<file path="config.mk">
export PLATFORM = sky130hd
export DESIGN_NAME = pcie_vendor_cfg_regs
export DESIGN_NICKNAME = d
export VERILOG_FILES = /design/src/common/pcie_vendor_cfg_pkg.sv /design/src/verilog/product_data_port.sv /design/src/verilog/cfg_read_mux.sv /design/src/verilog/pcie_vendor_cfg_regs.sv
export VERILOG_INCLUDE_DIRS = /design/src /design/src/common
export SDC_FILE = /design/constraint.sdc
export NUM_CORES = 1
export LEC_CHECK = 0
export BUFFER_PORTS_ARGS = -buffer_cell sky130_fd_sc_hd__buf_2
export CAP_MARGIN = 20
export CORE_MARGIN = 2
export CORE_UTILIZATION = 50
export DETAILED_ROUTE_END_ITERATION = 10
export PLACE_DENSITY = 0.73
export SYNTH_ARGS = -nofsm -noshare
export SYNTH_HDL_FRONTEND = slang
export SYNTH_HIERARCHICAL = 1
export SYNTH_SLANG_ARGS = --single-unit
export TNS_END_PERCENT = 1
</file>
<file path="constraint.sdc">
create_clock -name MCLK_I -period 1.5 [get_ports MCLK_I]
set_input_delay 0.075 -clock MCLK_I [delete_from_list [all_inputs] [get_ports MCLK_I]]
set_output_delay 0.075 -clock MCLK_I [all_outputs]
set_load 0.05 [all_outputs]
</file>
<file path="src/common/pcie_vendor_cfg_regs.svh">
// Offsets, field positions, reset values and write mask of the vendor config bank
`ifndef PCIE_VENDOR_CFG_REGS_SVH
`define PCIE_VENDOR_CFG_REGS_SVH

`define OFF_PRODUCT_DATA_WINDOW 8'hA0
`define OFF_VENDOR_CAP_HEADER 8'hA4
`define OFF_TEST_CONTROL_WORD_0 8'hA8
`define OFF_TEST_CONTROL_WORD_1 8'hAC
`define OFF_LINK_TIMER_OVERRIDE 8'hB0

`define VENDOR_CAP_ID 8'h09
`define VENDOR_CAP_NEXT_PTR 8'hC4
`define VENDOR_CAP_LENGTH 16'h000C
`define TEST_CONTROL_WORD_0_RST 32'h04001060
`define TEST_CONTROL_WORD_1_RST 32'h04000800

`define REPLAY_VALUE_LSB 0
`define REPLAY_VALUE_MSB 11
`define REPLAY_EN_BIT 12
`define PM_CAP_DIS_BIT 13
`define MSI_CAP_DIS_BIT 14
`define AER_CAP_DIS_BIT 15
`define ACK_VALUE_LSB 16
`define ACK_VALUE_MSB 29
`define ACK_EN_BIT 30
`define VGA_CAP_EN_BIT 31

`define LINK_TIMER_RW_MASK 32'h7FFF1FFF
`define LINK_TIMER_RST 32'h80000000

`define FLAG_READ 1'b0
`define FLAG_WRITE 1'b1

`endif

</file>
<file path="src/common/pcie_vendor_cfg_pkg.sv">
// Types shared by the vendor config bank files
package pcie_vendor_cfg_pkg;
    typedef enum logic [1:0] {
        PD_IDLE,
        PD_BUSY,
        PD_DONE
    } pd_state_e;
    typedef logic [31:0] word_t;
    typedef logic [5:0] pd_addr_t;
endpackage

</file>
<file path="src/verilog/product_data_port.sv">
// Product-data window engine toward the EEPROM table
`timescale 1ns/100ps
`default_nettype none
`include "pcie_vendor_cfg_regs.svh"
module product_data_port (
    input wire logic clk_i,
    input wire logic arst_n_i,
    input wire logic start_i,
    input wire logic flag_i,
    input wire pcie_vendor_cfg_pkg::pd_addr_t addr_i,
    input wire pcie_vendor_cfg_pkg::word_t wdata_i,
    input wire logic wr_window_i,
    input wire logic ee_done_i,
    input wire pcie_vendor_cfg_pkg::word_t ee_rdata_i,
    output logic ee_req_o,
    output logic ee_we_o,
    output pcie_vendor_cfg_pkg::pd_addr_t ee_addr_o,
    output pcie_vendor_cfg_pkg::word_t ee_wdata_o,
    output pcie_vendor_cfg_pkg::word_t window_o,
    output logic flag_o
);
    pcie_vendor_cfg_pkg::pd_state_e state_q;
    pcie_vendor_cfg_pkg::word_t window_q;
    logic flag_q;
    logic req_q;
    logic we_q;
    pcie_vendor_cfg_pkg::pd_addr_t addr_q;
    wire logic launch = (state_q == pcie_vendor_cfg_pkg::PD_IDLE) && start_i;
    wire logic finish = (state_q == pcie_vendor_cfg_pkg::PD_BUSY) && ee_done_i;

    always_ff @(posedge clk_i or negedge arst_n_i) begin
        if (!arst_n_i) begin
            state_q <= pcie_vendor_cfg_pkg::PD_IDLE;
            req_q <= 1'b0;
            we_q <= 1'b0;
            addr_q <= 6'h00;
        end else begin
            case (state_q)
                pcie_vendor_cfg_pkg::PD_IDLE: begin
                    if (launch) begin
                        state_q <= pcie_vendor_cfg_pkg::PD_BUSY;
                        req_q <= 1'b1;
                        we_q <= flag_i;
                        addr_q <= addr_i;
                    end
                end
                pcie_vendor_cfg_pkg::PD_BUSY: begin
                    req_q <= 1'b0;
                    if (finish) begin
                        state_q <= pcie_vendor_cfg_pkg::PD_DONE;
                    end
                end
                pcie_vendor_cfg_pkg::PD_DONE: begin
                    state_q <= pcie_vendor_cfg_pkg::PD_IDLE;
                end
                default: begin
                    state_q <= pcie_vendor_cfg_pkg::PD_IDLE;
                end
            endcase
        end
    end

    always_ff @(posedge clk_i or negedge arst_n_i) begin
        if (!arst_n_i) begin
            window_q <= 32'h00000000;
            flag_q <= `FLAG_READ;
        end else if (finish) begin
            flag_q <= ~we_q;
            if (!we_q) begin
                window_q <= ee_rdata_i;
            end
        end else if (launch) begin
            flag_q <= flag_i;
        end else if (wr_window_i) begin
            window_q <= wdata_i;
        end
    end

    assign ee_req_o = req_q;
    assign ee_we_o = we_q;
    assign ee_addr_o = addr_q;
    assign ee_wdata_o = window_q;
    assign window_o = window_q;
    assign flag_o = flag_q;
endmodule
`default_nettype wire

</file>
<file path="src/verilog/cfg_read_mux.sv">
// Read-data selection across the vendor config bank
`timescale 1ns/100ps
`default_nettype none
`include "pcie_vendor_cfg_regs.svh"
module cfg_read_mux (
    input wire logic [7:0] addr_i,
    input wire logic upstream_i,
    input wire pcie_vendor_cfg_pkg::word_t window_i,
    input wire pcie_vendor_cfg_pkg::word_t test0_i,
    input wire pcie_vendor_cfg_pkg::word_t test1_i,
    input wire pcie_vendor_cfg_pkg::word_t timer_i,
    output pcie_vendor_cfg_pkg::word_t rdata_o,
    output logic hit_o
);
    wire logic hit_window = (addr_i == `OFF_PRODUCT_DATA_WINDOW) && upstream_i;
    wire logic hit_header = (addr_i == `OFF_VENDOR_CAP_HEADER);
    wire logic hit_test0 = (addr_i == `OFF_TEST_CONTROL_WORD_0);
    wire logic hit_test1 = (addr_i == `OFF_TEST_CONTROL_WORD_1);
    wire logic hit_timer = (addr_i == `OFF_LINK_TIMER_OVERRIDE);
    wire pcie_vendor_cfg_pkg::word_t header = {`VENDOR_CAP_LENGTH, `VENDOR_CAP_NEXT_PTR,
        `VENDOR_CAP_ID};

    assign hit_o = hit_window | hit_header | hit_test0 | hit_test1 | hit_timer;
    assign rdata_o = hit_window ? window_i :
                     hit_header ? header :
                     hit_test0 ? test0_i :
                     hit_test1 ? test1_i :
                     hit_timer ? timer_i : 32'h00000000;
endmodule
`default_nettype wire

</file>
<file path="src/verilog/pcie_vendor_cfg_regs.sv">
// Vendor configuration register bank of one switch port
`timescale 1ns/100ps
`default_nettype none
`include "pcie_vendor_cfg_regs.svh"
module pcie_vendor_cfg_regs (
    input wire logic MCLK_I,
    input wire logic ARST_N_I,
    input wire logic UPSTREAM_I,
    input wire logic CFG_RD_I,
    input wire logic CFG_WR_I,
    input wire logic [7:0] CFG_ADDR_I,
    input wire logic [3:0] CFG_BE_I,
    input wire logic [31:0] CFG_WDATA_I,
    output logic [31:0] CFG_RDATA_O,
    output logic CFG_HIT_O,
    input wire logic PD_START_I,
    input wire logic PD_FLAG_I,
    input wire logic [5:0] PD_ADDR_I,
    output logic PD_FLAG_O,
    output logic EE_REQ_O,
    output logic EE_WE_O,
    output logic [5:0] EE_ADDR_O,
    output logic [31:0] EE_WDATA_O,
    input wire logic EE_DONE_I,
    input wire logic [31:0] EE_RDATA_I,
    input wire logic PRELOAD_WR_I,
    input wire logic PRELOAD_EE_I,
    input wire logic [31:0] PRELOAD_DATA_I,
    input wire logic [11:0] AUTO_REPLAY_I,
    input wire logic [13:0] AUTO_ACK_I,
    output logic [11:0] REPLAY_LIMIT_O,
    output logic [13:0] ACK_LIMIT_O,
    output logic PM_CAP_HIDE_O,
    output logic MSI_CAP_HIDE_O,
    output logic AER_CAP_HIDE_O,
    output logic VGA_CAP_EN_O
);
    pcie_vendor_cfg_pkg::word_t test0_q;
    pcie_vendor_cfg_pkg::word_t test1_q;
    pcie_vendor_cfg_pkg::word_t timer_q;
    pcie_vendor_cfg_pkg::word_t timer_d;
    pcie_vendor_cfg_pkg::word_t rdata_q;
    logic hit_q;
    logic [11:0] replay_q;
    logic [13:0] ack_q;
    logic [2:0] hide_q;
    logic vga_q;
    logic pd_flag_q;
    logic ee_req_q;
    logic ee_we_q;
    logic [5:0] ee_addr_q;
    pcie_vendor_cfg_pkg::word_t ee_wdata_q;
    pcie_vendor_cfg_pkg::word_t window;
    pcie_vendor_cfg_pkg::word_t rdata_mux;
    pcie_vendor_cfg_pkg::word_t timer_view;
    logic hit_mux;
    logic flag_w;
    logic req_w;
    logic we_w;
    logic [5:0] eaddr_w;
    pcie_vendor_cfg_pkg::word_t ewdata_w;

    function automatic pcie_vendor_cfg_pkg::word_t merge_be(
        input pcie_vendor_cfg_pkg::word_t old_v,
        input pcie_vendor_cfg_pkg::word_t new_v,
        input logic [3:0] be
    );
        pcie_vendor_cfg_pkg::word_t r;
        r = old_v;
        for (int i = 0; i < 4; i++) begin
            if (be[i]) begin
                r[i*8 +: 8] = new_v[i*8 +: 8];
            end
        end
        return r;
    endfunction

    wire logic wr_window = CFG_WR_I && UPSTREAM_I
        && (CFG_ADDR_I == `OFF_PRODUCT_DATA_WINDOW);
    wire logic wr_test0 = CFG_WR_I && (CFG_ADDR_I == `OFF_TEST_CONTROL_WORD_0);
    wire logic wr_test1 = CFG_WR_I && (CFG_ADDR_I == `OFF_TEST_CONTROL_WORD_1);
    wire logic wr_timer = CFG_WR_I && (CFG_ADDR_I == `OFF_LINK_TIMER_OVERRIDE);
    wire pcie_vendor_cfg_pkg::word_t timer_cfg = merge_be(timer_q, CFG_WDATA_I, CFG_BE_I);
    wire pcie_vendor_cfg_pkg::word_t window_wdata = merge_be(window, CFG_WDATA_I, CFG_BE_I);
    wire logic vga_next = PRELOAD_EE_I ? PRELOAD_DATA_I[`VGA_CAP_EN_BIT]
        : timer_q[`VGA_CAP_EN_BIT];

    // Software reaches RW fields only; EEPROM preload reaches all fields, register preload all but the VGA bit
    always_comb begin
        timer_d = timer_q;
        if (PRELOAD_WR_I || PRELOAD_EE_I) begin
            timer_d = PRELOAD_DATA_I;
            timer_d[`VGA_CAP_EN_BIT] = vga_next;
        end else if (wr_timer) begin
            timer_d = (timer_cfg & `LINK_TIMER_RW_MASK)
                | (timer_q & ~`LINK_TIMER_RW_MASK);
        end
    end

    assign timer_view = timer_q;

    always_ff @(posedge MCLK_I or negedge ARST_N_I) begin
        if (!ARST_N_I) begin
            timer_q <= `LINK_TIMER_RST;
        end else begin
            timer_q <= timer_d;
        end
    end

    always_ff @(posedge MCLK_I or negedge ARST_N_I) begin
        if (!ARST_N_I) begin
            test0_q <= `TEST_CONTROL_WORD_0_RST;
            test1_q <= `TEST_CONTROL_WORD_1_RST;
        end else begin
            if (wr_test0) begin
                test0_q <= merge_be(test0_q, CFG_WDATA_I, CFG_BE_I);
            end
            if (wr_test1) begin
                test1_q <= merge_be(test1_q, CFG_WDATA_I, CFG_BE_I);
            end
        end
    end

    product_data_port u_pd (
        .clk_i(MCLK_I),
        .arst_n_i(ARST_N_I),
        .start_i(PD_START_I && UPSTREAM_I),
        .flag_i(PD_FLAG_I),
        .addr_i(PD_ADDR_I),
        .wdata_i(window_wdata),
        .wr_window_i(wr_window),
        .ee_done_i(EE_DONE_I),
        .ee_rdata_i(EE_RDATA_I),
        .ee_req_o(req_w),
        .ee_we_o(we_w),
        .ee_addr_o(eaddr_w),
        .ee_wdata_o(ewdata_w),
        .window_o(window),
        .flag_o(flag_w)
    );

    cfg_read_mux u_mux (
        .addr_i(CFG_ADDR_I),
        .upstream_i(UPSTREAM_I),
        .window_i(window),
        .test0_i(test0_q),
        .test1_i(test1_q),
        .timer_i(timer_view),
        .rdata_o(rdata_mux),
        .hit_o(hit_mux)
    );

    // Registered read answer and link-timer selections
    always_ff @(posedge MCLK_I or negedge ARST_N_I) begin
        if (!ARST_N_I) begin
            rdata_q <= 32'h00000000;
            hit_q <= 1'b0;
            replay_q <= 12'h000;
            ack_q <= 14'h0000;
            hide_q <= 3'h0;
            vga_q <= 1'b1;
        end else begin
            rdata_q <= CFG_RD_I ? rdata_mux : 32'h00000000;
            hit_q <= (CFG_RD_I || CFG_WR_I) && hit_mux;
            replay_q <= timer_d[`REPLAY_EN_BIT]
                ? timer_d[`REPLAY_VALUE_MSB:`REPLAY_VALUE_LSB] : AUTO_REPLAY_I;
            ack_q <= timer_d[`ACK_EN_BIT]
                ? timer_d[`ACK_VALUE_MSB:`ACK_VALUE_LSB] : AUTO_ACK_I;
            hide_q <= {timer_d[`AER_CAP_DIS_BIT], timer_d[`MSI_CAP_DIS_BIT],
                timer_d[`PM_CAP_DIS_BIT]};
            vga_q <= timer_d[`VGA_CAP_EN_BIT];
        end
    end

    always_ff @(posedge MCLK_I or negedge ARST_N_I) begin
        if (!ARST_N_I) begin
            pd_flag_q <= `FLAG_READ;
            ee_req_q <= 1'b0;
            ee_we_q <= 1'b0;
            ee_addr_q <= 6'h00;
            ee_wdata_q <= 32'h00000000;
        end else begin
            pd_flag_q <= flag_w;
            ee_req_q <= req_w;
            ee_we_q <= we_w;
            ee_addr_q <= eaddr_w;
            ee_wdata_q <= ewdata_w;
        end
    end

    assign CFG_RDATA_O = rdata_q;
    assign CFG_HIT_O = hit_q;
    assign REPLAY_LIMIT_O = replay_q;
    assign ACK_LIMIT_O = ack_q;
    assign PM_CAP_HIDE_O = hide_q[0];
    assign MSI_CAP_HIDE_O = hide_q[1];
    assign AER_CAP_HIDE_O = hide_q[2];
    assign VGA_CAP_EN_O = vga_q;
    assign PD_FLAG_O = pd_flag_q;
    assign EE_REQ_O = ee_req_q;
    assign EE_WE_O = ee_we_q;
    assign EE_ADDR_O = ee_addr_q;
    assign EE_WDATA_O = ee_wdata_q;
endmodule
`default_nettype wire

</file>
======== Word level (Yosys, flattened, before mapping) ========
Index checks and enable logic that the tools add are counted.
cells by class
  eq/ne operators ......................... 10
  multiplexer cells ....................... 30
  bitwise operators ....................... 6
  reductions and logical operators ........ 35
operators with widths
  kind                                                   count
  two-way mux 32 bit                                     12
  two-way mux 8 bit                                      6
  == test 8 bit, second input constant                   5
  bitwise OR 31 x 32 -> 32 bit                           1
  AND reduction 2 bit                                    11
  AND reduction 4 bit                                    4
  two-way mux 14 bit                                     1
  nonzero test 2 bit                                     7
  two-way mux 12 bit                                     1
  logical AND 1 bit                                      10
  two-way mux 7 bit                                      1
  two-way mux 5 bit                                      1
  two-way mux 1 bit                                      4
  two-way mux 2 bit                                      2
  inequality test 2 x 1 -> 1 bit, second input constant  2
  inequality test 2 bit, second input constant           2
  bitwise OR 1 bit                                       4
  one-hot mux 2 bit (2 select lines)                     1
  == test 2 x 1 -> 1 bit, second input constant          1
  logical NOT 2 bit                                      1
  logical OR 1 bit                                       2
  one-hot mux 1 bit (2 select lines)                     1
  inverter 1 bit                                         1
word-level totals
  bits in registers ....................... 243
  input bits .............................. 150
  output and inout port bits .............. 104
  word-level logic and storage cells ...... 110

======== Depth between registers and ports, before layout ========
  word-level depth ........................ 7
  mapped depth ............................ 8
  gate-level depth less buffers ........... 6

======== Cells and area by module ========
Netlist, hierarchy kept.
by module, submodules not included
  module                instances  cells an instance  area each (µm²)  seq. area each (µm²)
  pcie_vendor_cfg_regs  1          560                7840.0           4913.5
  product_data_port     1          169                2469.9           1076.0
  cfg_read_mux          1          185                1267.5           0.0

======== Least setup slack after synthesis ========
No wires, ideal clock.
  path kind ............................... input to register
  start ................................... input CFG_ADDR_I[1]
  end ..................................... register u_pd.window_q[0], in the netlist u_pd/ee_wdata_o[0]
  library setup time ...................... 0.125 ns
  arrival ................................. 2.081 ns
  data required time ...................... 1.375 ns
  path slack .............................. -0.706 ns
  cell stages on the path ................. 8
  buffers on the path ..................... 3
  path through ............................ or3b_1 > buf_2 > buf_2 > nor4_1 > inv_1 > o211ai_4 > buf_12 > mux2_4
on the way
  longest elaborated chain between the ends .. 4
RTL lines
  what                           RTL line                    RTL
  from (decl)                    pcie_vendor_cfg_regs.sv:11  input wire logic [7:0] CFG_ADDR_I,
  == test 8 bit (no line)        n/a
  logical AND 1 bit              pcie_vendor_cfg_regs.sv:78  wire logic wr_window = CFG_WR_I && UPSTREAM_I
  via wr_window                  pcie_vendor_cfg_regs.sv:78
  nonzero test 2 bit (no line)   n/a
  AND reduction 4 bit (no line)  n/a
  to (signal assigned)           product_data_port.sv:70     window_q <= ee_rdata_i;
  to (signal assigned)           product_data_port.sv:75     window_q <= wdata_i;
  to (decl)                      product_data_port.sv:23     pcie_vendor_cfg_pkg::word_t window_q;
The timed path passes the listed nets, and every way through them passes these cells.
A chain may end at the register's enable or synchronous reset.

======== Worst setup path in the final report ========
  start ................................... register u_pd.state_q[0]
  end ..................................... register u_pd.window_q[12], in the netlist u_pd/ee_wdata_o[12]
on the way
  longest elaborated chain between the ends .. 4
  elaborated cells on any way between the ends .. 10
  those cells by class .................... eq/ne: 3; mux: 1; reduce/logical: 6
RTL lines
  what                                                                   RTL line                                          RTL
  from (decl)                                                            product_data_port.sv:22                           pcie_vendor_cfg_pkg::pd_state_e state_q;
  from (signal assigned)                                                 product_data_port.sv:33                           state_q <= pcie_vendor_cfg_pkg::PD_IDLE;
  from (signal assigned)                                                 product_data_port.sv:41                           state_q <= pcie_vendor_cfg_pkg::PD_BUSY;
  from (signal assigned)                                                 product_data_port.sv:50                           state_q <= pcie_vendor_cfg_pkg::PD_DONE;
  == test 2 x 1 -> 1 bit or logical NOT 2 bit (tied branches)            product_data_port.sv:29, product_data_port.sv:28
  logical AND 1 bit (on tied branches)                                   product_data_port.sv:29, product_data_port.sv:28
  inequality test 2 bit (no line) or nonzero test 2 bit (tied branches)  n/a
  AND reduction 4 bit (no line)                                          n/a
Parallel ways exist; a longest one is shown, timed or not.

==> impl_metrics.csv <==
group,metric,value,unit
die,start_util,51.0,%
global_routing,grt_overflow,0,
die,io_pins,254,
detailed_routing,drt_first_iter_violations,925,
detailed_routing,via_per_inst,5.73,
timing,fmax,614,MHz
synthesis,synth_most_common_cell,"dfrtp_1",
detailed_routing,ant_nets,0,
timing,tightest_slew,0.574,ns
synthesis,synth_top_area_share,50.1,%
timing,setup_tns,-4.52,ns
worst_setup_path,cp-end-kind,"flop",
die,dieArea,0.0244,mm²
die,die_y,156,µm
global_routing,antenna_found_initial,5,
timing,whs,0.0255,ns
detailed_routing,drcViolationCount,0,
timing,fin_crit,1.63,ns
clock_tree,cts_sinks,239,
timing,slew_headroom,61.7,%
synthesis,syn_avg_cell_area,12.7,µm²
detailed_routing,dr.pass1.iters,6,
timing,maxSlewViolCount,0,
synthesis,yosys.area_share.simple,7.53,%
power,power,20.7,mW
detailed_routing,wl_per_cell,22.6,µm
synthesis,syn_inst,914,
synthesis,synthAdderAreaFrac,0,%
global_routing,grt_max_degree,52,
clock_tree,cts_buffers,25,
worst_setup_path,crit_required,1.90,ns
worst_setup_path,arrival,2.03,ns
global_routing,grt_pass1_wl,58400,µm
flow_run,drv_cap,0,
clock_tree,cts_max_path_buffers,3,
power,p_leak,7.84,nW
timing,worst_slack,-0.129,ns
synthesis,yosysSeqAreaShare,51.7,%
worst_setup_path,start_kind,"flop",
final_layout,nets,1537,
global_routing,globalRouteTotalUtil,31.1,%
placed_design,io_buffers,253,
synthesis,yosys.cell_types.count,54,
clock_tree,clk_latency,0.53,ns
outcome,status,"finished with violations",
synthesis,netlist_area,0.0116,mm²
power,vdd_drop_max,0.000996,V
outcome,failed_checks,"negative setup slack",
die,rows,55,
timing,finalClockSkew,0.0198,ns
clock_tree,clk_pin_slew,0.06,ns
synthesis,synth_area_leaders,"dfrtp_1 50%, mux2_2 18%, mux2_4 3.9%, nand2_1 2.4%, o21ai_0 2.2%",
synthesis,yosysWarnings,6,
synthesis,ys_seq_elements,239,
final_layout,design_area,0.0163,mm²
synthesis,synth-xor-area-share,0,%
synthesis,synthTopCellsByCount,"232 x dfrtp_1, 186 x mux2_2, 75 x nand2_1, 51 x o21ai_0, 34 x and2_1",
timing,hold_viol_final,0,
die,fp.dieW,156,µm
synthesis,synthesis.nets,1064,
power,powerDensity,1280,mW/mm²
timing,finalCritPeriodShare,109,%
synthesis,ys_async_sr_fraction,100,%
die,core,0.0227,mm²
synthesis,synth_edf_count,0,
global_routing,grt_pass1_vias,10200,
clock_tree,cts_tree,"done",
final_layout,syn_to_final_growth,40.5,%
placed_design,dpl_cell_area,0.0139,mm²
final_layout,drive_gt1_share,49.8,%
worst_setup_path,cp_max_fo,7,
clock_tree,cts_root_buf,"clkbuf_16",
timing,rsz0062_at_grt,"true",
worst_setup_path,crit_type,"reg -> reg",
synthesis,synth_mux_area_share,23.9,%
min_path,hold_path.class,"in -> reg",
placed_design,dpl.hpwl,25300,µm
detailed_routing,routed_wl,38400,µm
clock_tree,htreeDepth,1,
detailed_routing,vias,9726,
synthesis,synth_top_family_by_area,"multiplexers",
placed_design,place_congestion,0.947,
synthesis,synth_area_leader_cell,"dfrtp_1",
synthesis,synth_compound_area_share,11.4,%
timing,finalSetupViolations,65,
synthesis,synth-main-ff-cell,"dfrtp_1",
-- path summary, 6_finish.rpt --
| check | start | to | slack (ns) | depth (start not counted) |
|---|---|---|---|---|
| setup / recovery | u_pd/state_q[0]$_DFFE_PN0P_ | u_pd/ee_wdata_o[12]$_DFFE_PN0P_ | -0.13 | 5 |
| hold / removal | PRELOAD_DATA_I[30] | flop | 0.03 | 4 |
| setup reg to reg | u_pd/state_q[0]$_DFFE_PN0P_ | u_pd/ee_wdata_o[12]$_DFFE_PN0P_ | -0.13 | 5 |
| hold reg to reg | u_pd/ee_addr_o[0]$_DFFE_PN0P_ | EE_ADDR_O[0]$_DFF_PN0_ | 0.37 | 0 |
| max in group asynchronous | ARST_N_I | test1_q[11]$_DFFE_PN1P_ | 0.73 | 3 |
| min in group asynchronous | ARST_N_I | EE_REQ_O$_DFF_PN0_ | 0.07 | 2 |
-- cell type report --
class / count / area, µm²
flip-flops and latches: 239 / 5990
well taps: 285 / 357
multi-input cells: 577 / 5110
clock buffers: 38 / 714
inverters: 4 / 15.0
diodes: 6 / 15.0
clock inverters: 7 / 66.3
fillers: 1526 / 6440
repair buffers: 540 / 3990
-- cells in the final DEF, fill, tap and decap left out, types with 28 or more instances in the layout --
cell           instances
mux2_2               177
and2_1                34
dlygate4sd3_1        132
mux2_4                48
dfrtp_1              231
buf_2                252
a31oi_1               28
buf_4                133
o21ai_0               43
nand2_1               75
-- metrics by stage --
stage | std cells | setup WS (ns) | util, %
2_1_floorplan | 914 | -0.528 | -
3_3_place_gp | 1507 | -0.455 | 61.3
3_5_place_dp | 1507 | -0.477 | 61.3
4_1_cts | 1690 | -0.107 | 71.3
5_1_grt | 1694 | -0.161 | 71.6
6_report | 1696 | -0.129 | 71.6
-- where the power goes --
part	internal (mW)	switching [mW]	total (mW)
logic	2.59	3.78	6.37
registers	7.63	0.746	8.38
clock network	3.45	2.55	6.00
-- cell families after synthesis --
kind of cell    count (synthesis)
compound gates                185
simple gates                  155
mux                           237
flops                         239
buf+inv                        98
-- layer usage --
| metal | wire, µm | vias up | track usage [%] |
|---|---|---|---|
| li1 | - | 4286 | - |
| met1 | 16200 | 4847 | 43.3 |
| met2 | 18300 | 500 | 50.2 |
| met3 | 2860 | 93 | 5.47 |
| met4 | 1000 | 0 | 9.57 |
| met5 | 0 | - | 0 |
-- worst max-delay path, stage by stage (launching register included) --
cell	delay (ns)
dfrtp_2	0.43
o21ba_4	0.23
o211ai_4	0.20
buf_6	0.17
buf_12	0.14
mux2_2	0.33
-- flip-flops by register name (all words and copies together) (netlist names), named ones only --
name             flops
EE_WE_O              1
u_pd/ee_addr_o       6
u_pd/ee_we_o         1
PD_FLAG_O            1
EE_REQ_O             1
u_pd/ee_wdata_o     32
EE_WDATA_O          32
CFG_RDATA_O         32
test1_q             32
u_pd/state_q         2
u_pd/flag_o          1
hide_q               2
test0_q             32
CFG_HIT_O            1
ACK_LIMIT_O         14
timer_q             28
REPLAY_LIMIT_O      12
EE_ADDR_O            6
u_pd/ee_req_o        1
-- what timing repair did --
action | in CTS | in global routing
buffers inserted | 4 | 0
endpoints found under the hold margin | 394 | 0
pin swaps | 2 | 0
resized for setup | 23 | 22
hold buffers | 132 | 0
gates cloned | 2 | 0
setup endpoints to repair | 58 | 66
No activity file was read; power rests on OpenSTA's default activity.
